$ cat src/verilog/group_sel_pkg.sv
// package for the setting-bank selector: register map, field layout, reset values
// assumes a single 20 MHz clock and an AXI4-Lite register bus
package group_sel_pkg;
    localparam int ADDR_W = 8;
    localparam int BANKS = 4;
    localparam int PARAM_W = 16;
    localparam int PARAMS = 4;
    localparam int LOG_DEPTH = 8;
    localparam logic [ADDR_W-1:0] OFF_CTRL = 8'h00;
    localparam logic [ADDR_W-1:0] OFF_STATUS = 8'h04;
    localparam logic [ADDR_W-1:0] OFF_IRQ_STAT = 8'h08;
    localparam logic [ADDR_W-1:0] OFF_IRQ_MASK = 8'h0C;
    localparam logic [ADDR_W-1:0] OFF_LOG = 8'h10;
    localparam logic [ADDR_W-1:0] OFF_PARAM_IDX = 8'h14;
    localparam logic [ADDR_W-1:0] OFF_PARAM_DATA = 8'h18;
    localparam logic [ADDR_W-1:0] OFF_ENABLES = 8'h1C;
    // ctrl fields
    localparam int CTRL_CFG_LSB = 0;
    localparam int CTRL_EDIT_LSB = 2;
    localparam int CTRL_EDIT_ACTIVE = 4;
    localparam int CTRL_HOLD_BRK = 5;
    localparam int CTRL_HOLD_OC = 6;
    localparam int CTRL_HOLD_OV = 7;
    localparam int CTRL_HOLD_UV = 8;
    localparam int CTRL_HOLD_UF = 9;
    localparam logic [31:0] CTRL_RESET = 32'h0000_0000;
    localparam logic [1:0] BANK_1 = 2'h0;
    localparam logic [1:0] RESP_OKAY = 2'h0;
    localparam logic [1:0] RESP_SLVERR = 2'h2;
    // element enables: one bit per class
    localparam int EN_OC = 0;
    localparam int EN_OV = 1;
    localparam int EN_UV = 2;
    localparam int EN_UF = 3;
    localparam logic [3:0] ENABLES_RESET = 4'hF;

    typedef struct packed {
        logic oc;
        logic ov;
        logic uv;
        logic uf;
    } pickup_s;

    typedef struct packed {
        logic [1:0] from_bank;
        logic [1:0] to_bank;
    } log_entry_s;
endpackage

$ cat src/verilog/setpoint_group_selector.sv
// setting-bank selector: picks the active bank of four, holds changes, logs them
// assumes pickup, breaker and group inputs arrive from pins, asynchronous to aclk
//
// How it works
// - after reset bank 1 is active until something selects another
// - writing the configured group switches the bank; indicators follow
// - element parameters are read only from the active bank
// - an edit-bank field chooses the bank written, with a track-active choice
// - several group inputs asserted pick the highest numbered group
// - releasing inputs falls back to next highest asserted, else the configured bank
// - every bank change pushes an entry into the event log
// - breaker-open hold defers a change while the breaker reads open
// - deferred change applies once the breaker reads closed
// - overcurrent hold defers while an enabled overcurrent element is picked up
// - deferred change applies when the last overcurrent pickup resets
// - overvoltage hold defers while an enabled element is picked up
// - undervoltage hold defers while an enabled element is picked up
// - underfrequency hold defers while an enabled element is picked up
// - during any hold the indicators keep showing the previous bank
module setpoint_group_selector
    import group_sel_pkg::*;
(
    input wire logic aclk,
    input wire logic aresetn,
    input wire logic [ADDR_W-1:0] s_axi_awaddr,
    input wire logic s_axi_awvalid,
    output logic s_axi_awready,
    input wire logic [31:0] s_axi_wdata,
    input wire logic [3:0] s_axi_wstrb,
    input wire logic s_axi_wvalid,
    output logic s_axi_wready,
    output logic [1:0] s_axi_bresp,
    output logic s_axi_bvalid,
    input wire logic s_axi_bready,
    input wire logic [ADDR_W-1:0] s_axi_araddr,
    input wire logic s_axi_arvalid,
    output logic s_axi_arready,
    output logic [31:0] s_axi_rdata,
    output logic [1:0] s_axi_rresp,
    output logic s_axi_rvalid,
    input wire logic s_axi_rready,
    input wire logic [2:0] group_select_in,
    input wire logic breaker_closed_in,
    input wire pickup_s pickup_in,
    output logic [1:0] active_bank,
    output logic [3:0] bank_indicator,
    output logic [PARAMS*PARAM_W-1:0] active_params,
    output logic irq
);

    ////////////////////////////////////////////////////////////////////////////
    // pin synchronisers: three stages, a change counts once stages 2 and 3 agree
    localparam int SYNC_W = 8;
    logic [SYNC_W-1:0] sync1, sync2, sync3, pin_state;
    wire [SYNC_W-1:0] pins = {group_select_in, breaker_closed_in, pickup_in};

    always_ff @(posedge aclk) begin
        sync1 <= pins;
        sync2 <= sync1;
        sync3 <= sync2;
    end

    // stage 3 only filters; the held state updates when the late stages agree
    always_ff @(posedge aclk) begin
        if (!aresetn) begin
            pin_state <= {SYNC_W{1'b0}};
        end else begin
            for (int i = 0; i < SYNC_W; i++) begin
                if (sync2[i] == sync3[i]) begin
                    pin_state[i] <= sync3[i];
                end
            end
        end
    end

    wire [2:0] grp_in = pin_state[7:5];
    wire brk_closed = pin_state[4];
    pickup_s pu;
    assign pu = pin_state[3:0];

    ////////////////////////////////////////////////////////////////////////////
    // registers
    logic [31:0] ctrl;
    logic [3:0] enables;
    logic [3:0] irq_stat, irq_mask;
    logic [1:0] param_idx;
    logic [PARAM_W-1:0] bank_mem [BANKS][PARAMS];
    log_entry_s log_mem [LOG_DEPTH];
    logic [2:0] log_wr, log_rd;
    logic [3:0] log_count;

    wire [1:0] cfg_bank = ctrl[CTRL_CFG_LSB +: 2];
    wire edit_active = ctrl[CTRL_EDIT_ACTIVE];
    wire [1:0] edit_bank = edit_active ? active_bank : ctrl[CTRL_EDIT_LSB +: 2];

    ////////////////////////////////////////////////////////////////////////////
    // bank request and hold
    // highest asserted group input wins, nothing asserted means the configured bank
    wire [1:0] input_bank = grp_in[2] ? 2'h3 :
                            grp_in[1] ? 2'h2 :
                            grp_in[0] ? 2'h1 : BANK_1;
    wire any_input = |grp_in;
    wire [1:0] req_bank = any_input ? input_bank : cfg_bank;

    wire hold_while_breaker_open = ctrl[CTRL_HOLD_BRK] && !brk_closed;
    wire hold_oc = ctrl[CTRL_HOLD_OC] && pu.oc && enables[EN_OC];
    wire hold_while_overvoltage_picked = ctrl[CTRL_HOLD_OV] && pu.ov && enables[EN_OV];
    wire hold_while_undervoltage_picked = ctrl[CTRL_HOLD_UV] && pu.uv && enables[EN_UV];
    wire hold_while_underfrequency_picked = ctrl[CTRL_HOLD_UF] && pu.uf && enables[EN_UF];
    wire hold_any = hold_while_breaker_open || hold_oc || hold_while_overvoltage_picked ||
                    hold_while_undervoltage_picked || hold_while_underfrequency_picked;
    // a held request is simply re-evaluated each cycle, so it applies when hold drops
    wire change = (req_bank != active_bank) && !hold_any;

    wire [3:0] next_indicator = 4'h1 << req_bank;

    // bank and indicator share one enable, so they can never show different groups
    always_ff @(posedge aclk) begin
        if (!aresetn) begin
            active_bank <= BANK_1;
        end else if (change) begin
            active_bank <= req_bank;
        end
    end

    always_ff @(posedge aclk) begin
        if (!aresetn) begin
            bank_indicator <= 4'h1;
        end else if (change) begin
            bank_indicator <= next_indicator;
        end
    end

    ////////////////////////////////////////////////////////////////////////////
    // parameter output from the active bank only
    logic [PARAMS*PARAM_W-1:0] next_params;
    always_comb begin
        next_params = '0;
        for (int p = 0; p < PARAMS; p++) begin
            next_params[p*PARAM_W +: PARAM_W] = bank_mem[active_bank][p];
        end
    end

    always_ff @(posedge aclk) begin
        if (!aresetn) begin
            active_params <= '0;
        end else begin
            active_params <= next_params;
        end
    end

    ////////////////////////////////////////////////////////////////////////////
    // axi4-lite write
    logic aw_held, w_held;
    logic [ADDR_W-1:0] aw_addr;
    logic [31:0] w_data;
    logic [3:0] w_strb;
    wire aw_take = s_axi_awvalid && s_axi_awready;
    wire w_take = s_axi_wvalid && s_axi_wready;
    wire [ADDR_W-1:0] wa = aw_take ? s_axi_awaddr : aw_addr;
    wire [31:0] wd = w_take ? s_axi_wdata : w_data;
    wire [3:0] ws = w_take ? s_axi_wstrb : w_strb;
    wire wr_go = (aw_held || aw_take) && (w_held || w_take) && !s_axi_bvalid;
    wire wr_ok = wa == OFF_CTRL || wa == OFF_IRQ_MASK || wa == OFF_PARAM_IDX ||
                 wa == OFF_PARAM_DATA || wa == OFF_ENABLES || wa == OFF_STATUS ||
                 wa == OFF_IRQ_STAT || wa == OFF_LOG;
    wire [31:0] wmask = {{8{ws[3]}}, {8{ws[2]}}, {8{ws[1]}}, {8{ws[0]}}};
    wire [31:0] ctrl_new = (ctrl & ~wmask) | (wd & wmask);
    // a new address or data beat waits until the previous response is taken
    wire aw_open = !aw_held && !aw_take && !wr_go && !s_axi_bvalid;
    wire w_open = !w_held && !w_take && !wr_go && !s_axi_bvalid;

    always_ff @(posedge aclk) begin
        if (!aresetn) begin
            aw_held <= 1'b0;
            w_held <= 1'b0;
            aw_addr <= '0;
            w_data <= '0;
            w_strb <= '0;
            s_axi_awready <= 1'b0;
            s_axi_wready <= 1'b0;
            s_axi_bvalid <= 1'b0;
            s_axi_bresp <= RESP_OKAY;
        end else begin
            s_axi_awready <= aw_open;
            s_axi_wready <= w_open;
            if (aw_take) begin
                aw_addr <= s_axi_awaddr;
            end
            if (w_take) begin
                w_data <= s_axi_wdata;
                w_strb <= s_axi_wstrb;
            end
            if (wr_go) begin
                aw_held <= 1'b0;
                w_held <= 1'b0;
                s_axi_bvalid <= 1'b1;
                s_axi_bresp <= wr_ok ? RESP_OKAY : RESP_SLVERR;
            end else begin
                aw_held <= aw_held || aw_take;
                w_held <= w_held || w_take;
            end
            if (s_axi_bvalid && s_axi_bready) begin
                s_axi_bvalid <= 1'b0;
                s_axi_awready <= !aw_held;
                s_axi_wready <= !w_held;
            end
        end
    end

    // write decodes, one strobe per register
    wire wr_ctrl = wr_go && wa == OFF_CTRL;
    wire wr_mask = wr_go && wa == OFF_IRQ_MASK && ws[0];
    wire wr_idx = wr_go && wa == OFF_PARAM_IDX && ws[0];
    wire wr_enables = wr_go && wa == OFF_ENABLES && ws[0];
    wire wr_param = wr_go && wa == OFF_PARAM_DATA;

    // only implemented control bits are kept, so reads never show stray ones
    always_ff @(posedge aclk) begin
        if (!aresetn) begin
            ctrl <= CTRL_RESET;
        end else if (wr_ctrl) begin
            ctrl <= ctrl_new & 32'h0000_03FF;
        end
    end

    always_ff @(posedge aclk) begin
        if (!aresetn) begin
            irq_mask <= '0;
        end else if (wr_mask) begin
            irq_mask <= wd[3:0];
        end
    end

    always_ff @(posedge aclk) begin
        if (!aresetn) begin
            param_idx <= '0;
        end else if (wr_idx) begin
            param_idx <= wd[1:0];
        end
    end

    always_ff @(posedge aclk) begin
        if (!aresetn) begin
            enables <= ENABLES_RESET;
        end else if (wr_enables) begin
            enables <= wd[3:0];
        end
    end

    // bank storage has no reset: contents are software's to load
    always_ff @(posedge aclk) begin
        if (wr_param) begin
            bank_mem[edit_bank][param_idx] <= wd[PARAM_W-1:0];
        end
    end

    ////////////////////////////////////////////////////////////////////////////
    // axi4-lite read
    wire rd_go = s_axi_arvalid && s_axi_arready;
    wire log_pop = rd_go && s_axi_araddr == OFF_LOG && log_count != 4'h0;
    wire stat_rd = rd_go && s_axi_araddr == OFF_IRQ_STAT;
    // status and log words built apart so the read mux stays a plain select
    wire [3:0] status_pins = pin_state[7:4];
    wire [31:0] status_word = {17'h0, log_count, status_pins, pu, hold_any, active_bank};
    wire [31:0] log_word = {log_count != 4'h0, 27'h0, log_mem[log_rd]};
    logic [31:0] rd_val;
    logic rd_ok;
    always_comb begin
        rd_ok = 1'b1;
        unique case (s_axi_araddr)
            OFF_CTRL: rd_val = ctrl;
            OFF_STATUS: rd_val = status_word;
            OFF_IRQ_STAT: rd_val = {28'h0, irq_stat};
            OFF_IRQ_MASK: rd_val = {28'h0, irq_mask};
            OFF_LOG: rd_val = log_word;
            OFF_PARAM_IDX: rd_val = {30'h0, param_idx};
            OFF_PARAM_DATA: rd_val = {16'h0, bank_mem[edit_bank][param_idx]};
            OFF_ENABLES: rd_val = {28'h0, enables};
            default: begin
                rd_val = 32'h0000_0000;
                rd_ok = 1'b0;
            end
        endcase
    end

    always_ff @(posedge aclk) begin
        if (!aresetn) begin
            s_axi_arready <= 1'b0;
            s_axi_rvalid <= 1'b0;
            s_axi_rdata <= '0;
            s_axi_rresp <= RESP_OKAY;
        end else begin
            s_axi_arready <= !s_axi_rvalid && !rd_go;
            if (rd_go) begin
                s_axi_rvalid <= 1'b1;
                s_axi_rdata <= rd_val;
                s_axi_rresp <= rd_ok ? RESP_OKAY : RESP_SLVERR;
            end else if (s_axi_rvalid && s_axi_rready) begin
                s_axi_rvalid <= 1'b0;
                s_axi_arready <= 1'b1;
            end
        end
    end

    ////////////////////////////////////////////////////////////////////////////
    // event log: ring of bank changes; oldest entry lost when full
    wire log_full = log_count == LOG_DEPTH[3:0];
    // a pop and a push in one cycle leave the count alone
    wire log_inc = change && !log_pop && !log_full;
    wire log_dec = log_pop && !change;
    wire log_adv = log_pop || (change && log_full);
    always_ff @(posedge aclk) begin
        if (!aresetn) begin
            log_wr <= '0;
            log_rd <= '0;
            log_count <= '0;
        end else begin
            if (change) begin
                log_mem[log_wr] <= '{from_bank: active_bank, to_bank: req_bank};
                log_wr <= log_wr + 3'h1;
            end
            if (log_adv) begin
                log_rd <= log_rd + 3'h1;
            end
            if (log_inc) begin
                log_count <= log_count + 4'h1;
            end else if (log_dec) begin
                log_count <= log_count - 4'h1;
            end
        end
    end

    ////////////////////////////////////////////////////////////////////////////
    // interrupts: bit0 bank change, bit1 change deferred, bit2 log overflow,
    // bit3 hold released; read clears, a same-cycle event wins
    logic hold_any_q;
    wire ev_change = change;
    wire ev_deferred = hold_any && req_bank != active_bank;
    wire ev_overflow = change && log_full;
    wire ev_released = hold_any_q && !hold_any;
    wire [3:0] ev = {ev_released, ev_overflow, ev_deferred, ev_change};
    wire [3:0] irq_pending = irq_stat & irq_mask;

    always_ff @(posedge aclk) begin
        if (!aresetn) begin
            hold_any_q <= 1'b0;
        end else begin
            hold_any_q <= hold_any;
        end
    end

    // an event in the cycle of the clearing read survives it
    always_ff @(posedge aclk) begin
        if (!aresetn) begin
            irq_stat <= '0;
        end else begin
            irq_stat <= (stat_rd ? 4'h0 : irq_stat) | ev;
        end
    end

    // registered for a clean pin; lags the status bits by one cycle
    always_ff @(posedge aclk) begin
        if (!aresetn) begin
            irq <= 1'b0;
        end else begin
            irq <= |irq_pending;
        end
    end

endmodule

$ cat config.mk
export PLATFORM = sky130hd
export DESIGN_NAME = setpoint_group_selector
export DESIGN_NICKNAME = d
export VERILOG_FILES = /design/src/verilog/group_sel_pkg.sv /design/src/verilog/setpoint_group_selector.sv
export SDC_FILE = /design/constraint.sdc
export NUM_CORES = 1
export LEC_CHECK = 0
export BUFFER_PORTS_ARGS = -buffer_cell sky130_fd_sc_hd__buf_2
export CORE_MARGIN = 3
export CORE_UTILIZATION = 51
export DETAILED_ROUTE_END_ITERATION = 6
export PLACE_DENSITY = 0.78
export SYNTH_ARGS = -nofsm -noshare
export SYNTH_HDL_FRONTEND = slang
export SYNTH_SLANG_ARGS = --single-unit
$ cat constraint.sdc
create_clock -name aclk -period 9.69 [get_ports aclk]
set_clock_uncertainty 0.05 [all_clocks]
set_input_delay 0.969 -clock aclk [delete_from_list [all_inputs] [get_ports aclk]]
set_output_delay 0.969 -clock aclk [all_outputs]
set_load 0.03 [all_outputs]
### Word level (Yosys, flattened, before mapping)

Memory sizes are Yosys's and may differ from the RTL's. A register that Yosys moved wholly into a read port is not among the register bits.
Index checks and enable logic that the tools add are counted.

| word-level totals | value |
|---|---|
| flip-flop bits (word level) | 161 |
| latch bits | 0 |
| memory bits (writable) | 288 |
| bits in read-only memories | 0 |
| output and inout port bits | 112 |
| memories kept | 2 |

| operators by class | value |
|---|---|
| add/subtract/negate cells | 4 |
| $mul | 0 |
| div/mod/pow operators | 0 |
| magnitude comparators | 2 |
| eq/ne operators | 24 |
| shift operators | 1 |
| multiplexer cells | 33 |
| bitwise operators | 8 |
| reduce and logical (&&, ||, !) cells | 80 |

Memories:

| name | depth | bits a word | rd ports | clocked after Yosys merged registers in | write ports | RTL line | text |
|---|---|---|---|---|---|---|---|
| bank_mem | 4 | 64 | 2 | 1 | 1 | setpoint_group_selector.sv:87 | `logic [PARAM_W-1:0] bank_mem [BANKS][PARAMS];` |
| log_mem | 8 | 4 | 1 | 1 | 1 | setpoint_group_selector.sv:88 | `log_entry_s log_mem [LOG_DEPTH];` |

Operators by type and width:

| operator | number |
|---|---|
| $pmux W32 S8 | 1 |
| $eq A8 B5 Y1 const B | 8 |
| $mux W64 | 1 |
| $mux W16 | 3 |
| $logic_and A1 B1 Y1 | 42 |
| $bmux W16 S2 | 1 |
| $demux W16 S2 | 1 |
| $eq A8 B4 Y1 const B | 4 |
| $mux W32 | 1 |
| $and A10 B10 Y10 | 2 |
| $eq A8 B3 Y1 const B | 2 |
| $logic_not A8 Y1 | 2 |
| $mux W4 | 4 |
| $logic_not A1 Y1 | 14 |
| $logic_or A1 B1 Y1 | 14 |
| $mux W1 | 12 |
| $mux W2 | 6 |
| $not A10 Y10 | 1 |
| $or A10 B10 Y10 | 1 |
| $eq A1 B1 Y1 | 8 |
| $mux W8 | 1 |
| $reduce_or A8 Y1 | 1 |
| $add A3 B1 Y3 const B | 2 |
| $mux W3 | 2 |
| other kinds (16) | 18 |

### Logic depth before layout (Yosys ltp)

| depth | value |
|---|---|
| word-level depth | 12 |
| depth in mapped cells | 13 |

### Worst setup path before layout

Ideal clock, no wire load.

| path | value |
|---|---|
| path type | input to register |
| start point | input s_axi_awvalid |
| end point | memory bank_mem[1][0] (netlist bit) (enable) |
| data arrival time | 3.195 ns |
| required time | 9.252 ns |
| path slack | 6.056 ns |
| cell stages on the path | 7 |
| cell sequence | buf_6 > a211o_1 > a2111oi_4 > nand2b_2 > nor3_1 > nand3_1 > nor2_1 |

| between the ends | value |
|---|---|
| longest elaborated chain between the ends | 7 |
| elaborated cells on any way between the ends | 9 |
| those cells by class | eq/ne: 1; mux: 3; reduce/logical: 5 |

Ends and longest elaborated chain:

| element | RTL line | text |
|---|---|---|
| from (decl) | setpoint_group_selector.sv:26 | `input wire logic s_axi_awvalid,` |
| $logic_and A1 B1 Y1 (*) | setpoint_group_selector.sv:158 | `wire aw_take = s_axi_awvalid && s_axi_awready;` |
| parallel branches: the longest is 3 deep, another holds $mux W8 | - |  |
| $logic_and A1 B1 Y1 (*) | setpoint_group_selector.sv:216 | `wire wr_param = wr_go && wa == OFF_PARAM_DATA;` |
| $mux W1 (*) | setpoint_group_selector.sv:253 | `if (wr_param) begin` |
| $mux W64 (implied by the code) (*) | setpoint_group_selector.sv:254 | `bank_mem[edit_bank][param_idx] <= wd[PARAM_W-1:0];` |
| to (decl) | setpoint_group_selector.sv:87 |  |

Every way passes the cells marked *.

### Worst setup path in the final report

| path | value |
|---|---|
| start point | input s_axi_awvalid |
| end point | memory bank_mem[2][38] (netlist bit) (enable) |

Same word-level chain as after synthesis.

==> results_dict.tcl <==
set metrics [dict create \
    run_status "completed" \
    hold_path_startpoint "sync1[5]" \
    globalplace.congestion 0.911 \
    crit_required_ns 9.83 \
    slew_violations 0 \
    grt_pass1_vias 12324 \
    setup_violations 0 \
    grt_pass1_wl_um 76200 \
    core_area_um2 37900 \
    path_class "primary input to flip-flop" \
    utilization_pct 59.3 \
    cts_sinks 481 \
    postSynthCellCount 1421 \
    fill_cells 2887 \
    syn2layout_area_growth_pct 13.9 \
    yosysTopAreaCellShare_pct 43.8 \
    viasPerCell 6.10 \
    wl_per_cell_um 24.2 \
    arrival_ns 4.11 \
    cp_top_family "simple AND/OR/NAND/NOR gates" \
    dieArea_um2 41100 \
    synth_cell_types 77 \
    final_nets 1619 \
    synth.avg_cell_area_um2 13.9 \
    drive_gt1_share_pct 24.9 \
    ir_worst_vdd_v 0.000166 \
    grt-ovfl-total 0 \
    fin_crit_ns 3.97 \
    synth_seq_area_share_pct 63.4 \
    clk_pin_slew_ns 0.06 \
    hold_path.class "flip-flop to flip-flop" \
    die_w_um 203 \
    timing.hold.ws_ns 0.277 \
    synth_warnings 0 \
    firstDrtPassIters 7 \
    postSynth.asyncResetShare_pct 0 \
    synth_top_cell_by_area "edfxtp_1" \
    final_cell_mix "288 x edfxtp_1, 191 x dfxtp_1, 143 x buf_2" \
    crit_slowest_cell "nor2_2" \
    start_util_pct 52.1 \
    synth_area_leaders "edfxtp_1 44%, dfxtp_1 20%, mux4_2 11%" \
    synth_edf_count 288 \
    cp_slowest_stage_delay_ns 0.91 \
    cts_inserted_buffers 48 \
    finalCritPeriodShare_pct 41.0 \
    diodes 0 \
    grtUsageTotal_pct 24.5 \
    cts_tree "done" \
    max_slew_margin_pct 18.2 \
    synth.cell_area_um2 19700 \
    startpoint "s_axi_awvalid" \
    final_common_cell "edfxtp_1" \
    p_per_area_nw_per_um2 205 \
    path_max_fanout 16 \
    worstReg2RegStart "s_axi_awready" \
    drc 0 \
    fin_setup_tns_ns 0 \
    rsz0062_at_grt "false" \
    path_buf_inv 1 \
    wl_um 50800 \
    grt_max_degree 71 \
    cts_resized 0 \
    drtAntennaViolNets 0 \
    max-clock-path-buffers 3 \
    final_cell_area_um2 22500 \
    tightestPinTransition_ns 1.22 \
    dpl.hpwl_um 32100 \
    power_leakage_uw 0.00798 \
    ys.flop_type "edfxtp_1" \
    cts_root_buffer "clkbuf_16" \
    num_rows 71 \
    io_pins 179 \
    postCtsSetupBuffers 0 \
    cts.htree.levels 2 \
    end_kind "flip-flop" \
    max_freq_ghz 0.252 \
    cap_viol_max_count 0 \
    ys_ff_latch 481 \
    insertion_delay_ns 0.57 \
    crit_path_start_kind "primary input" \
    io_buffers 143 \
    grt_antenna_before_repair 1 \
    worstPathCellList "buf_2 > a211o_1 > a2111oi_4 > nand2b_2 > nor3_1 > nand2_1 > nor2_2" \
    first_iter_violations 1409 \
    die_y_um 203 \
    post_dp_cell_area_um2 20900 \
    hold_buffers 0 \
    final-hold-violation-count 0 \
    dr_total_vias 12783 \
]
==> report_power, final <==
group,internal [µW],leakage [µW],switching [µW]
Clock,1120,0.000800,780
Combinational,157,0.00293,251
Sequential,2240,0.00425,57.4
==> cells in the mapped netlist, types with 7 or more instances <==
cell / instances
a31oi_1: 11
mux2_2: 27
nor3_1: 21
mux2i_1: 67
edfxtp_1: 288
and2_1: 82
inv_1: 8
nand2b_1: 7
nor2_1: 67
nand2_1: 130
clkbuf_1: 48
a211oi_1: 7
a21oi_1: 50
and3_1: 15
buf_4: 22
o22ai_1: 31
nand4_1: 11
dfxtp_1: 193
nand3_1: 32
a22oi_1: 9
o21ai_0: 58
mux4_2: 93
buf_1: 8
buf_2: 24
==> kinds of logic after synthesis <==
| logic type | share of synthesized area [%] |
|---|---|
| DFF | 63.4 |
| other | 0.0190 |
| and+or+nand+nor | 10.2 |
| AOI/OAI and AO/OA | 7.54 |
| adders and majority gates | 0.355 |
| muxes | 15.5 |
| xor gates and xnor gates | 0.133 |
| buffers and inverters | 2.85 |
==> final timing paths <==
check                                        to  slack, ns  cells past startpoint
worst max-delay path            bank_mem[2][38]       5.72                      7
worst min-delay path                   sync2[5]       0.28                      0
worst max register to register  bank_mem[2][38]       5.86                      6
worst min register to register         sync2[5]       0.28                      0
==> state kept, by name, summed over array words and instances, names as in the netlist, 8 cells and up, named ones only <==
name,cells
pin_state,8
log_mem,32
w_data,16
bank_mem,256
sync1,8
sync3,8
sync2,8
aw_addr,8
active_params,64
s_axi_rdata,17
==> per-layer routing <==
| metal | track usage (%) | vias to the layer above | part of all wire (%) |
|---|---|---|---|
| met1 | 34.3 | 6276 | 39 |
| met4 | 7.77 | 2 | 3.2 |
| met5 | 0 | - | 0.026 |
| li1 | - | 5617 | - |
| met3 | 6.03 | 103 | 12 |
| met2 | 38.1 | 785 | 47 |
==> metrics by stage <==
| stage | total power, µW | setup slack (ns) | std cells |
|---|---|---|---|
| after floorplan | 2620 | 6.06 | 1437 |
| after global placement | 2730 | 5.38 | 2008 |
| after detailed placement | 2740 | 5.27 | 2008 |
| after CTS | 4630 | 5.88 | 2096 |
| after global routing | 4750 | 5.61 | 2096 |
| final | 4610 | 5.72 | 2096 |
==> cell type report <==
cell class | count | area [µm²] | area share (%)
multi-input cells | 842 | 6780 | 30.2
well taps | 511 | 639 | 2.84
clock buffers | 67 | 1410 | 6.25
repair buffers | 165 | 881 | 3.92
flip-flops and latches | 481 | 12500 | 55.7
inverters | 9 | 33.8 | 0.150
clock inverters | 21 | 228 | 1.01
Power figures use the tool's default switching activity.
